File: src/servo_brake_pkg.sv
`default_nettype none

package servo_brake_pkg;

    // ----------------------------------------------------------------
    // stop modes
    // ----------------------------------------------------------------
    localparam logic [1:0] MODE_DB_HOLD = 2'h0;
    localparam logic [1:0] MODE_DB_COAST = 2'h1;
    localparam logic [1:0] MODE_FREE_RUN = 2'h2;

    // ----------------------------------------------------------------
    // timing
    // ----------------------------------------------------------------
    localparam int CLK_FREQ_HZ = 25_000_000;
    localparam int TICK_PERIOD_MS = 10;
    localparam int TICK_CYCLES = CLK_FREQ_HZ / 1000 * TICK_PERIOD_MS;
    localparam int TICK_COUNT_W = 7;

    // ----------------------------------------------------------------
    // setting ranges and defaults
    // ----------------------------------------------------------------
    localparam int DELAY_W = 6;
    localparam logic [DELAY_W-1:0] DELAY_MAX = 6'h32;
    localparam logic [DELAY_W-1:0] DELAY_DEFAULT = 6'h00;
    localparam logic [TICK_COUNT_W-1:0] TIMEOUT_MIN = 7'h0a;
    localparam logic [TICK_COUNT_W-1:0] TIMEOUT_MAX = 7'h64;
    localparam logic [TICK_COUNT_W-1:0] TIMEOUT_DEFAULT = 7'h32;
    localparam int SPEED_W = 14;
    localparam logic [SPEED_W-1:0] THRESH_MAX = 14'h2710;
    localparam logic [SPEED_W-1:0] THRESH_DEFAULT = 14'h0064;
    localparam logic [SPEED_W-1:0] LOW_SPEED_DEFAULT = 14'h000a;

    // ----------------------------------------------------------------
    // output selection field
    // ----------------------------------------------------------------
    localparam int SEL_W = 16;
    localparam logic [SEL_W-1:0] SEL_DEFAULT = 16'h0000;
    localparam int BRAKE_DIGIT_LSB = 8;
    localparam int CIRCUITS = 3;

    typedef enum logic [1:0] {
        ST_ON = 2'b00,
        ST_HOLD = 2'b01,
        ST_OFF = 2'b11,
        ST_RUN = 2'b10
    } servo_state_type;

endpackage

`default_nettype wire

File: src/tick_divider.sv
`default_nettype none

module tick_divider
    import servo_brake_pkg::*;
#(
    parameter int CYCLES = TICK_CYCLES
)
(
    // clock and reset
    input wire logic clk,
    input wire logic srst,
    // control
    input wire logic clr,
    // tick
    output logic tick
);

    localparam int CW = $clog2(CYCLES);

    if (CYCLES < 2)
    begin : g_bad_cycles
        $error("tick_divider: CYCLES must be at least 2");
    end

    logic [CW-1:0] count;
    wire wrap = (count == CW'(CYCLES - 1));

    // ----------------------------------------------------------------
    // free count, restarted so that a period starts at the event
    // ----------------------------------------------------------------
    always_ff @(posedge clk)
    begin
        if (srst || clr || wrap)
            count <= '0;
        else
            count <= count + 1'b1;
    end

    always_ff @(posedge clk)
    begin
        if (srst)
            tick <= 1'b0;
        else
            tick <= wrap && !clr;
    end

endmodule // tick_divider

`default_nettype wire

File: src/servo_stop_brake_sequencer.sv
// Notes on behaviour
// - Mode 0: dynamic brake stops motor and stays shorted afterwards.
// - Mode 1: dynamic brake stops motor, then opens so motor coasts.
// - Mode 2, reset default: motor off without dynamic brake, free run.
// - Servo off on off command, any alarm, or power loss.
// - Motor already stopped or near stopped: dynamic brake modes act as free run.
// - Both powers off: dynamic brake shorted even in free-run mode.
// - Brake output active releases holding brake; inactive applies it.
// - Selection digit 0 unallocated; 1 to 3 pick one of three circuits.
// - Functions sharing one circuit drive it with their OR.
// - Sequence enable 1 ignores delay, threshold and timeout settings.
// - Standstill: servo off follows brake apply by delay, 10 ms units, 0..50.
// - Delay zero: servo off together with brake apply.
// - Standstill delay only when stopped; threshold and timeout while moving.
// - Alarm cuts motor output at once, no standstill delay.
// - Running brake timing applies on off command or alarm while moving.
// - Running: brake applied on first of speed or timeout condition.
// - Speed condition: speed below threshold, r/min, 0..10000, default 100.
// - Timeout condition: elapsed since servo off, 10 ms units, 10..100.
// - Threshold above maximum speed uses the maximum speed.
`default_nettype none

module servo_stop_brake_sequencer
    import servo_brake_pkg::*;
#(
    parameter int TICK_LEN = TICK_CYCLES,
    parameter logic [SPEED_W-1:0] LOW_SPEED = LOW_SPEED_DEFAULT
)
(
    // clock and reset
    input wire logic clk,
    input wire logic srst,
    // servo commands and faults
    input wire logic servo_on_command,
    input wire logic servo_off_command,
    input wire logic servo_alarm,
    input wire logic main_power_off,
    input wire logic control_power_off,
    // motor feedback, r/min magnitude
    input wire logic [SPEED_W-1:0] motor_speed,
    input wire logic [SPEED_W-1:0] motor_max_speed,
    // settings
    input wire logic [1:0] stop_mode_select,
    input wire logic brake_sequence_enable,
    input wire logic [DELAY_W-1:0] standstill_brake_delay,
    input wire logic [SPEED_W-1:0] brake_speed_threshold,
    input wire logic [TICK_COUNT_W-1:0] running_brake_timeout,
    input wire logic [SEL_W-1:0] output_signal_select_two,
    // other output functions, digits 0, 1 and 3
    input wire logic [2:0] aux_output_function,
    // drive outputs
    output logic motor_output_enable,
    output logic dynamic_brake_short,
    output logic brake_release_output,
    output logic servo_is_on,
    output logic [CIRCUITS-1:0] out_circuit_n
);

    if (TICK_LEN < 2 || LOW_SPEED > THRESH_MAX)
    begin : g_bad_params
        $error("servo_stop_brake_sequencer: unusable parameter values");
    end

    // ----------------------------------------------------------------
    // state
    // ----------------------------------------------------------------
    servo_state_type state;
    servo_state_type next_state;
    logic [TICK_COUNT_W-1:0] tick_count;
    logic db_allowed;
    logic coast_done;
    logic tick;

    // ----------------------------------------------------------------
    // conditions
    // ----------------------------------------------------------------
    wire stopped = (motor_speed <= LOW_SPEED);
    wire both_off = main_power_off && control_power_off;
    wire power_fail = main_power_off || control_power_off;
    wire abrupt = servo_alarm || power_fail;
    wire seq_dis = brake_sequence_enable;
    wire off_event = (state == ST_ON) && (servo_off_command || abrupt);
    wire start_ok = servo_on_command && !servo_off_command && !abrupt;

    wire [DELAY_W-1:0] delay_eff =
        (standstill_brake_delay > DELAY_MAX) ? DELAY_MAX : standstill_brake_delay;
    wire [TICK_COUNT_W-1:0] timeout_eff =
        (running_brake_timeout < TIMEOUT_MIN) ? TIMEOUT_MIN :
        (running_brake_timeout > TIMEOUT_MAX) ? TIMEOUT_MAX : running_brake_timeout;
    wire [SPEED_W-1:0] thr_cap =
        (brake_speed_threshold > THRESH_MAX) ? THRESH_MAX : brake_speed_threshold;
    wire [SPEED_W-1:0] thr_eff =
        (thr_cap > motor_max_speed) ? motor_max_speed : thr_cap;

    wire delay_done = (tick_count >= {1'b0, delay_eff});
    wire timeout_hit = (tick_count >= timeout_eff);
    wire speed_hit = (motor_speed < thr_eff);

    // ----------------------------------------------------------------
    // sequencing
    // ----------------------------------------------------------------
    always_comb
    begin
        next_state = state;
        case (state)
            ST_ON:
            begin
                if (off_event)
                begin
                    if (seq_dis)
                        next_state = ST_OFF;
                    else if (stopped && (abrupt || delay_eff == '0))
                        next_state = ST_OFF;
                    else if (stopped)
                        next_state = ST_HOLD;
                    else
                        next_state = ST_RUN;
                end
            end
            ST_HOLD:
            begin
                if (abrupt || seq_dis || delay_done)
                    next_state = ST_OFF;
            end
            ST_RUN:
            begin
                if (seq_dis || speed_hit || timeout_hit)
                    next_state = ST_OFF;
            end
            ST_OFF:
            begin
                if (start_ok)
                    next_state = ST_ON;
            end
            default:
            begin
                next_state = ST_OFF;
            end
        endcase
    end

    wire next_off_side = (next_state == ST_RUN) || (next_state == ST_OFF);
    wire next_db_allowed = off_event ? !stopped : db_allowed;
    wire next_coast = off_event ? 1'b0 : (coast_done || (state != ST_ON && stopped));
    wire next_motor = (next_state == ST_ON) || (next_state == ST_HOLD);
    wire next_release = (next_state == ST_ON) || (next_state == ST_RUN);

    logic next_db;
    always_comb
    begin
        next_db = 1'b0;
        if (both_off)
            next_db = 1'b1;
        else if (next_off_side)
        begin
            case (stop_mode_select)
                MODE_DB_HOLD: next_db = next_db_allowed;
                MODE_DB_COAST: next_db = next_db_allowed && !next_coast;
                default: next_db = 1'b0;
            endcase
        end
    end

    // ----------------------------------------------------------------
    // output circuit routing
    // ----------------------------------------------------------------
    wire [3:0] func_active = {aux_output_function[2], next_release,
        aux_output_function[1:0]};
    logic [CIRCUITS-1:0] next_circuit;

    for (genvar c = 0; c < CIRCUITS; c++)
    begin : g_circuit
        wire [3:0] hit;
        for (genvar f = 0; f < 4; f++)
        begin : g_func
            assign hit[f] = func_active[f] &&
                (output_signal_select_two[4*f +: 4] == 4'(c + 1));
        end
        assign next_circuit[c] = |hit;
    end

    // ----------------------------------------------------------------
    // registers
    // ----------------------------------------------------------------
    tick_divider #(
        .CYCLES(TICK_LEN)
    ) u_tick (
        .clk(clk),
        .srst(srst),
        .clr(off_event),
        .tick(tick)
    );

    always_ff @(posedge clk)
    begin
        if (srst)
            state <= ST_OFF;
        else
            state <= next_state;
    end

    always_ff @(posedge clk)
    begin
        if (srst || off_event)
            tick_count <= '0;
        else if (tick && tick_count != '1)
            tick_count <= tick_count + 1'b1;
    end

    always_ff @(posedge clk)
    begin
        if (srst)
        begin
            db_allowed <= 1'b0;
            coast_done <= 1'b0;
        end
        else
        begin
            db_allowed <= next_db_allowed;
            coast_done <= next_coast;
        end
    end

    always_ff @(posedge clk)
    begin
        if (srst)
        begin
            motor_output_enable <= 1'b0;
            dynamic_brake_short <= 1'b0;
            brake_release_output <= 1'b0;
            servo_is_on <= 1'b0;
            out_circuit_n <= '1;
        end
        else
        begin
            motor_output_enable <= next_motor;
            dynamic_brake_short <= next_db;
            brake_release_output <= next_release;
            servo_is_on <= (next_state == ST_ON);
            out_circuit_n <= ~next_circuit;
        end
    end
endmodule // servo_stop_brake_sequencer

`default_nettype wire

File: config.mk
export PLATFORM = sky130hd
export DESIGN_NAME = servo_stop_brake_sequencer
export DESIGN_NICKNAME = d
export VERILOG_FILES = /design/src/servo_brake_pkg.sv /design/src/tick_divider.sv /design/src/servo_stop_brake_sequencer.sv
export SDC_FILE = /design/constraint.sdc
export NUM_CORES = 1
export LEC_CHECK = 0
export BUFFER_PORTS_ARGS = -buffer_cell sky130_fd_sc_hd__buf_4
export CORE_AREA = 2 2 107 109
export CTS_CLUSTER_DIAMETER = 120
export DETAILED_ROUTE_END_ITERATION = 16
export DIE_AREA = 0 0 109 111
export HOLD_SLACK_MARGIN = 0.1
export PLACE_DENSITY = 0.59
export SYNTH_ARGS = -nofsm -noshare
export SYNTH_HDL_FRONTEND = slang
export SYNTH_HIERARCHICAL = 1
export SYNTH_SLANG_ARGS = --single-unit
File: constraint.sdc
create_clock -name clk -period 7.54 [get_ports clk]
set_input_delay 1.508 -clock clk [delete_from_list [all_inputs] [get_ports clk]]
set_output_delay 1.508 -clock clk [all_outputs]
set_load 0.03 [all_outputs]
Yosys cells after proc, flatten, opt, wreduce, memory -nomap -nowiden. Index checks and enable logic that the tools add are counted.

Add/subtract/negate cells: 2. $lt $le $gt $ge: 9. Equal/unequal tests: 21. Muxes and demuxes: 18. Bitwise operators: 1. Reduce and logical (&&, ||, !) cells: 48.

Operators with widths (number): 4-bit by 2-bit == test with 1-bit output, second input constant (8); 14-bit 2-to-1 mux (2); 1-bit logical AND (21); 18-bit by 1-bit adder with 18-bit output, second input constant (1); 18-bit == test, second input constant (1); 4-bit by 1-bit == test with 1-bit output, second input constant (4); 14-bit > comparator (1); 14-bit > comparator, second input constant (1); 14-bit by 4-bit <= comparator with 1-bit output, second input constant (1); 1-bit logical OR (14); 14-bit < comparator (1); 2-bit 2-to-1 mux (7); 7-bit 2-to-1 mux (2); 4-bit OR reduction (3); 2-bit == test, second input constant (4); 2-bit case mux with 4 select lines (1); 7-bit by 1-bit adder with 7-bit output, second input constant (1); 7-bit by 6-bit >= comparator with 1-bit output (1); 7-bit >= comparator (1); 7-bit > comparator, second input constant (1); 7-bit by 4-bit < comparator with 1-bit output, second input constant (1); 7-bit inequality test, second input constant (1); 2-bit by 1-bit == test with 1-bit output, second input constant (3); 6-bit > comparator, second input constant (1); 8 further kinds (17).

Register bits after elaboration: 37. Input port bits: 84. Word-level logic and storage cells: 110.

Longest topological paths before layout.
Depth after elaboration: 14. Gate-level depth with buffers: 20.

By module. Netlist, hierarchy kept.

By module, submodules not included: servo_stop_brake_sequencer (instances 1, cells each 285, area each 2284.7 sq um, sequential area each 360.3 sq um); tick_divider (instances 1, cells each 96, area each 845.8 sq um, sequential area each 380.4 sq um).

Worst setup path after synthesis. No wires, ideal clock.

Path kind: input -> register. Start point: input brake_speed_threshold[0]. End point: register out_circuit_n[0]. Library setup time: 0.081 ns. Data arrival time: 5.962 ns. Data required time: 7.459 ns. Setup slack: 1.498 ns. Stages on the path: 20. Path buffers: 1. Cells stage by stage: o41ai_1 -> a21oi_1 -> o31ai_1 -> nand2b_1 -> ha_1 -> nand4_1 -> o21bai_1 -> a311oi_1 -> a2111oi_0 -> nor2_2 -> buf_4 -> mux2i_1 -> ha_1 -> o21ai_0 -> o21ai_0 -> a211o_1 -> or4_1 -> nand3_2 -> a221oi_4 -> a41oi_1.

Cells in the longest elaborated chain, start to end: 14.

Ends and longest elaborated chain: from (decl) (RTL line servo_stop_brake_sequencer.sv:46) `input wire logic [SPEED_W-1:0] brake_speed_threshold,`; 14-bit > comparator (RTL line servo_stop_brake_sequencer.sv:91) `(brake_speed_threshold > THRESH_MAX) ? THRESH_MAX : brake_speed_threshold;`; 14-bit 2-to-1 mux (*) (RTL line servo_stop_brake_sequencer.sv:91); 14-bit > comparator (RTL line servo_stop_brake_sequencer.sv:93) `(thr_cap > motor_max_speed) ? motor_max_speed : thr_cap;`; 14-bit 2-to-1 mux (*) (RTL line servo_stop_brake_sequencer.sv:93); 14-bit < comparator (*) (RTL line servo_stop_brake_sequencer.sv:97) `wire speed_hit = (motor_speed < thr_eff);`; 1-bit logical OR (*) (2 in a row) (RTL line servo_stop_brake_sequencer.sv:127) `if (seq_dis || speed_hit || timeout_hit)`; 2-bit 2-to-1 mux (*) (RTL line servo_stop_brake_sequencer.sv:127); 2-bit case mux with 4 select lines (*) (RTL line servo_stop_brake_sequencer.sv:105) `case (state)`; 2-bit == test or 2-bit zero test (tied branches) (RTL line servo_stop_brake_sequencer.sv:146) `wire next_release = (next_state == ST_ON) || (next_state == ST_RUN);`; 1-bit logical OR (*) (RTL line servo_stop_brake_sequencer.sv:146); 1-bit logical AND (*) (RTL line servo_stop_brake_sequencer.sv:176) `assign hit[f] = func_active[f] &&`; 4-bit OR reduction (*) (RTL line servo_stop_brake_sequencer.sv:179) `assign next_circuit[c] = |hit;`; 3-bit NOT (*) (RTL line servo_stop_brake_sequencer.sv:240) `out_circuit_n <= ~next_circuit;`; to (signal assigned) (RTL line servo_stop_brake_sequencer.sv:240); to (decl) (RTL line servo_stop_brake_sequencer.sv:56) `output logic [CIRCUITS-1:0] out_circuit_n`.

Mark *: on every way between the ends. The rest lies on a longest branch, timed or not. A chain may end at the register's enable or synchronous reset.

Final worst setup path.
Start point: input brake_speed_threshold[0]. End point: register out_circuit_n[1].

Same word-level chain as after synthesis.

==> impl_metrics.env <==
export IMPL_crit_fanout=13
export IMPL_cts_root_buf="clkbuf_16"
export IMPL_r2r_end="out_circuit_n[1]$_SDFF_PP1_"
export IMPL_clock_sinks=37
export IMPL_die_w_um=109
export IMPL_period_needed_ps=6656
export IMPL_yosysWarnings=6
export IMPL_postPlaceCellArea_sq_um=3966
export IMPL_htree_levels=2
export IMPL_grt_pass1_vias=3051
export IMPL_cts_tree="done"
export IMPL_hold_buffers=0
export IMPL_critPathSlowestCell="o31ai_1"
export IMPL_crit_path_start_kind="input port"
export IMPL_status="complete, no violations"
export IMPL_place_hpwl_mm=7.164
export IMPL_n_fill_cell=1133
export IMPL_min_path_cells=2
export IMPL_hold_slack_ps=453.0
export IMPL_synth_distinct_cells=60
export IMPL_ys_flop_type="dfxtp_1"
export IMPL_yosys_area_top_type="dfxtp_1"
export IMPL_synth_compound_gate_area_share_pct=16.91
export IMPL_power_switching_mw=0.1504
export IMPL_post_cts_repair_setup_buffers=0
export IMPL_netlist_area_sq_um=3131
export IMPL_post_cts_resized=0
export IMPL_multi_input_area_sq_um=2251
export IMPL_vias_per_cell=5.042
export IMPL_n_antenna_cell=0
export IMPL_synth_seq_cells=37
export IMPL_coreArea_sq_um=11080
export IMPL_p_leak_nw=1.789
export IMPL_dieArea_sq_um=12100
export IMPL_ys_top_cells_by_area="dfxtp_1 24%, ha_1 17%, nor2_1 6.0%, mux2i_1 4.5%, xnor2_1 4.2%"
export IMPL_area_growth_pct=32.05
export IMPL_wire_per_inst_um=13.78
export IMPL_r2r_cells=9
export IMPL_r2r_slack_ps=5090
export IMPL_path_clk_slew_ps=60
export IMPL_yosys_area_top_type_share_pct=23.66
export IMPL_rsz0062_at_grt="false"
export IMPL_p_total_mw=0.5754
export IMPL_setup_viol=0
export IMPL_tns_ps=0
export IMPL_row_count=39
export IMPL_fin_nets=601
export IMPL_vias=3121
export IMPL_antenna_found_initial=0
export IMPL_ys_seq_area_share_pct=23.66
export IMPL_yosys_area_share_adder_pct=16.79
export IMPL_regArea_sq_um=740.7
export IMPL_grt_overflow_total=0
export IMPL_power_density_nw_per_um2=139.2
export IMPL_io_buffers=90
export IMPL_fp_dieH_um=111
export IMPL_cts_buffers=5
export IMPL_min_to="coast_done$_SDFF_PP0_"
export IMPL_p_comb_share_pct=24.5
export IMPL_grt_pass1_wl_mm=13.57
export IMPL_worst_pin_slew_ps=927.8
export IMPL_place_congestion=0.9302
export IMPL_grt_max_degree=19
export IMPL_hp_class="register to register"
export IMPL_yosysMostFrequentCell="nor2_1"
export IMPL_synth_top_family_by_area="simple AND/OR/NAND/NOR gates"
export IMPL_hp_start="coast_done$_SDFF_PP0_"
export IMPL_synth_mux_area_share_pct=4.476
export IMPL_internal_power_mw=0.4251
export IMPL_drt_total_wl_mm=8.527
export IMPL_synth_simple_area_share_pct=28.42
export IMPL_async_flop_share_pct=0
export IMPL_postRouteAntennaNets=0
export IMPL_worstPathCellList="buf_4 -> o41ai_1 -> a21oi_1 -> o31ai_1 -> nand2b_1 -> ha_1 -> nand4_1 -> o21bai_1 -> a311oi_1 -> a2111oi_0 -> nor2_2 -> buf_4 -> mux2i_1 -> ha_1 -> a211oi_1 -> o21ai_0 -> a211o_1 -> or4_1 -> nand3_2 -> a221oi_4 -> a41oi_1"
export IMPL_swShare_pct=26.13
export IMPL_synthesis_nets=507
export IMPL_pwr_share_seq_pct=34.8
export IMPL_finClkSkew_ps=7.349
export IMPL_hold_viol_final=0
export IMPL_clkLatencyLatePin_ps=280
export IMPL_synth_xor_area_share_pct=5.316
export IMPL_critPathMaxStageDelay_ps=760
export IMPL_timing_rr_start="tick_count[0]$_SDFFE_PP0P_"
export IMPL_synthTopCellsByCount="50 x nor2_1, 42 x ha_1, 37 x dfxtp_1"
export IMPL_drv_slew=0
export IMPL_worst_ir_drop_vdd_uv=95.41
export IMPL_cap_violations=0
export IMPL_track_usage_pct=13.66
export IMPL_period_share_pct=88.28
export IMPL_io_pins=91
export IMPL_crit_type="input port to register"
export IMPL_drtPass1Iterations=5
export IMPL_relSlewSlack_pct=37.62
export IMPL_netlist_instances=381
export IMPL_start_util_pct=28.26
export IMPL_required_ps=7730
export IMPL_synth_edf_count=0
export IMPL_setup_worst_path_start="brake_speed_threshold[0]"
export IMPL_clkPwrFrac_pct=40.8
export IMPL_stdcell_area_sq_um=4134
export IMPL_fmax_ghz=0.1502
export IMPL_cp_end_kind="register"
export IMPL_first_iter_violations=161
export IMPL_worstPathArrival_ps=6850
export IMPL_drive_above_1_share_pct=24.79
export IMPL_drc=0
export IMPL_cts_buffer_depth=2
export IMPL_avgSynthCellArea_sq_um=8.217
==> cell families after synthesis <==
family	count (synthesis)
muxes	14
buffers and inverters	34
xor gates and xnor gates	19
adders and majority gates	42
AOI/OAI and AO/OA	73
DFF	37
and+or+nand+nor	162
==> worst max-delay path, delay by kind of cell <==
| family | cells | cell delay, ps |
|---|---|---|
| and+or+nand+nor | 5 | 980 |
| muxes | 1 | 240 |
| AOI/OAI and AO/OA | 11 | 3090 |
| buffers and inverters | 2 | 370 |
| adders and majority gates | 2 | 640 |
==> power groups by stage <==
stage	combinational, mW	sequential, mW	clock (mW)
floorplan	0.0750	0.206	0
global placement	0.136	0.204	0
detailed placement	0.140	0.204	0
CTS	0.141	0.200	0.240
global route	0.156	0.200	0.250
finish	0.141	0.200	0.234
==> state kept, by name (all words and copies together) (netlist names) <==
register and flops:
dynamic_brake_short 1, state 2, u_tick/tick 1, out_circuit_n 3
servo_is_on 1, db_allowed 1, coast_done 1, tick_count 7
motor_output_enable 1, u_tick/count 18, brake_release_output 1
==> stage by stage <==
stage,setup slack [ps],std cells,utilization (%)
2_1_floorplan,1498,381,-
3_3_place_gp,875.7,611,35.81
3_5_place_dp,705.6,611,35.81
4_1_cts,949.9,619,37.32
5_1_grt,447.2,619,37.32
6_report,883.5,619,37.32
==> layer usage <==
metal	vias up	wire (um)	GRT usage, %
met2	75	4248	24.22
met1	1451	3640	16.54
li1	1584	-	-
met3	11	473	2.116
met5	-	0	0
met4	0	164	4.444
==> cell usage in the layout (no fill, tap or decap), types with 3 or more instances in the layout <==
master     instances
dfxtp_1           37
a211oi_1           3
nand4_1           15
xor2_1             4
a21oi_1           17
nor3_1            11
a21o_1             6
o21ai_0           15
nand2_1           23
mux2i_1           14
nor2b_1            5
and2_1             5
a31oi_1            4
nor4_1             9
nor2_1            50
nand2b_1           7
nand3_1           11
a41oi_1            3
inv_1             30
or2_2              3
ha_1              42
clkbuf_16          5
xnor2_1           15
buf_4             91
==> layout make-up <==
cell class              count  share of cell area, %
repair buffers             91                  16.53
clock buffers               6                  3.117
flip-flops and latches     37                  17.92
multi-input cells         310                  54.45
clock inverters             2                 0.9383
well taps                 143                  4.328
inverters                  30                  2.724
==> how the worst max path moves through the flow <==
| stage | endpoint | slack [ps] |
|---|---|---|
| 2_1_floorplan | out_circuit_n[0]$_SDFF_PP1_ | 1500 |
| 3_5_place_dp | out_circuit_n[1]$_SDFF_PP1_ | 710 |
| 3_3_place_gp | out_circuit_n[0]$_SDFF_PP1_ | 880 |
| 6_report | out_circuit_n[1]$_SDFF_PP1_ | 880 |
| 4_1_cts | out_circuit_n[1]$_SDFF_PP1_ | 950 |
| 5_1_grt | out_circuit_n[2]$_SDFF_PP1_ | 450 |
Note: power is estimated with default switching activity, not from simulation.
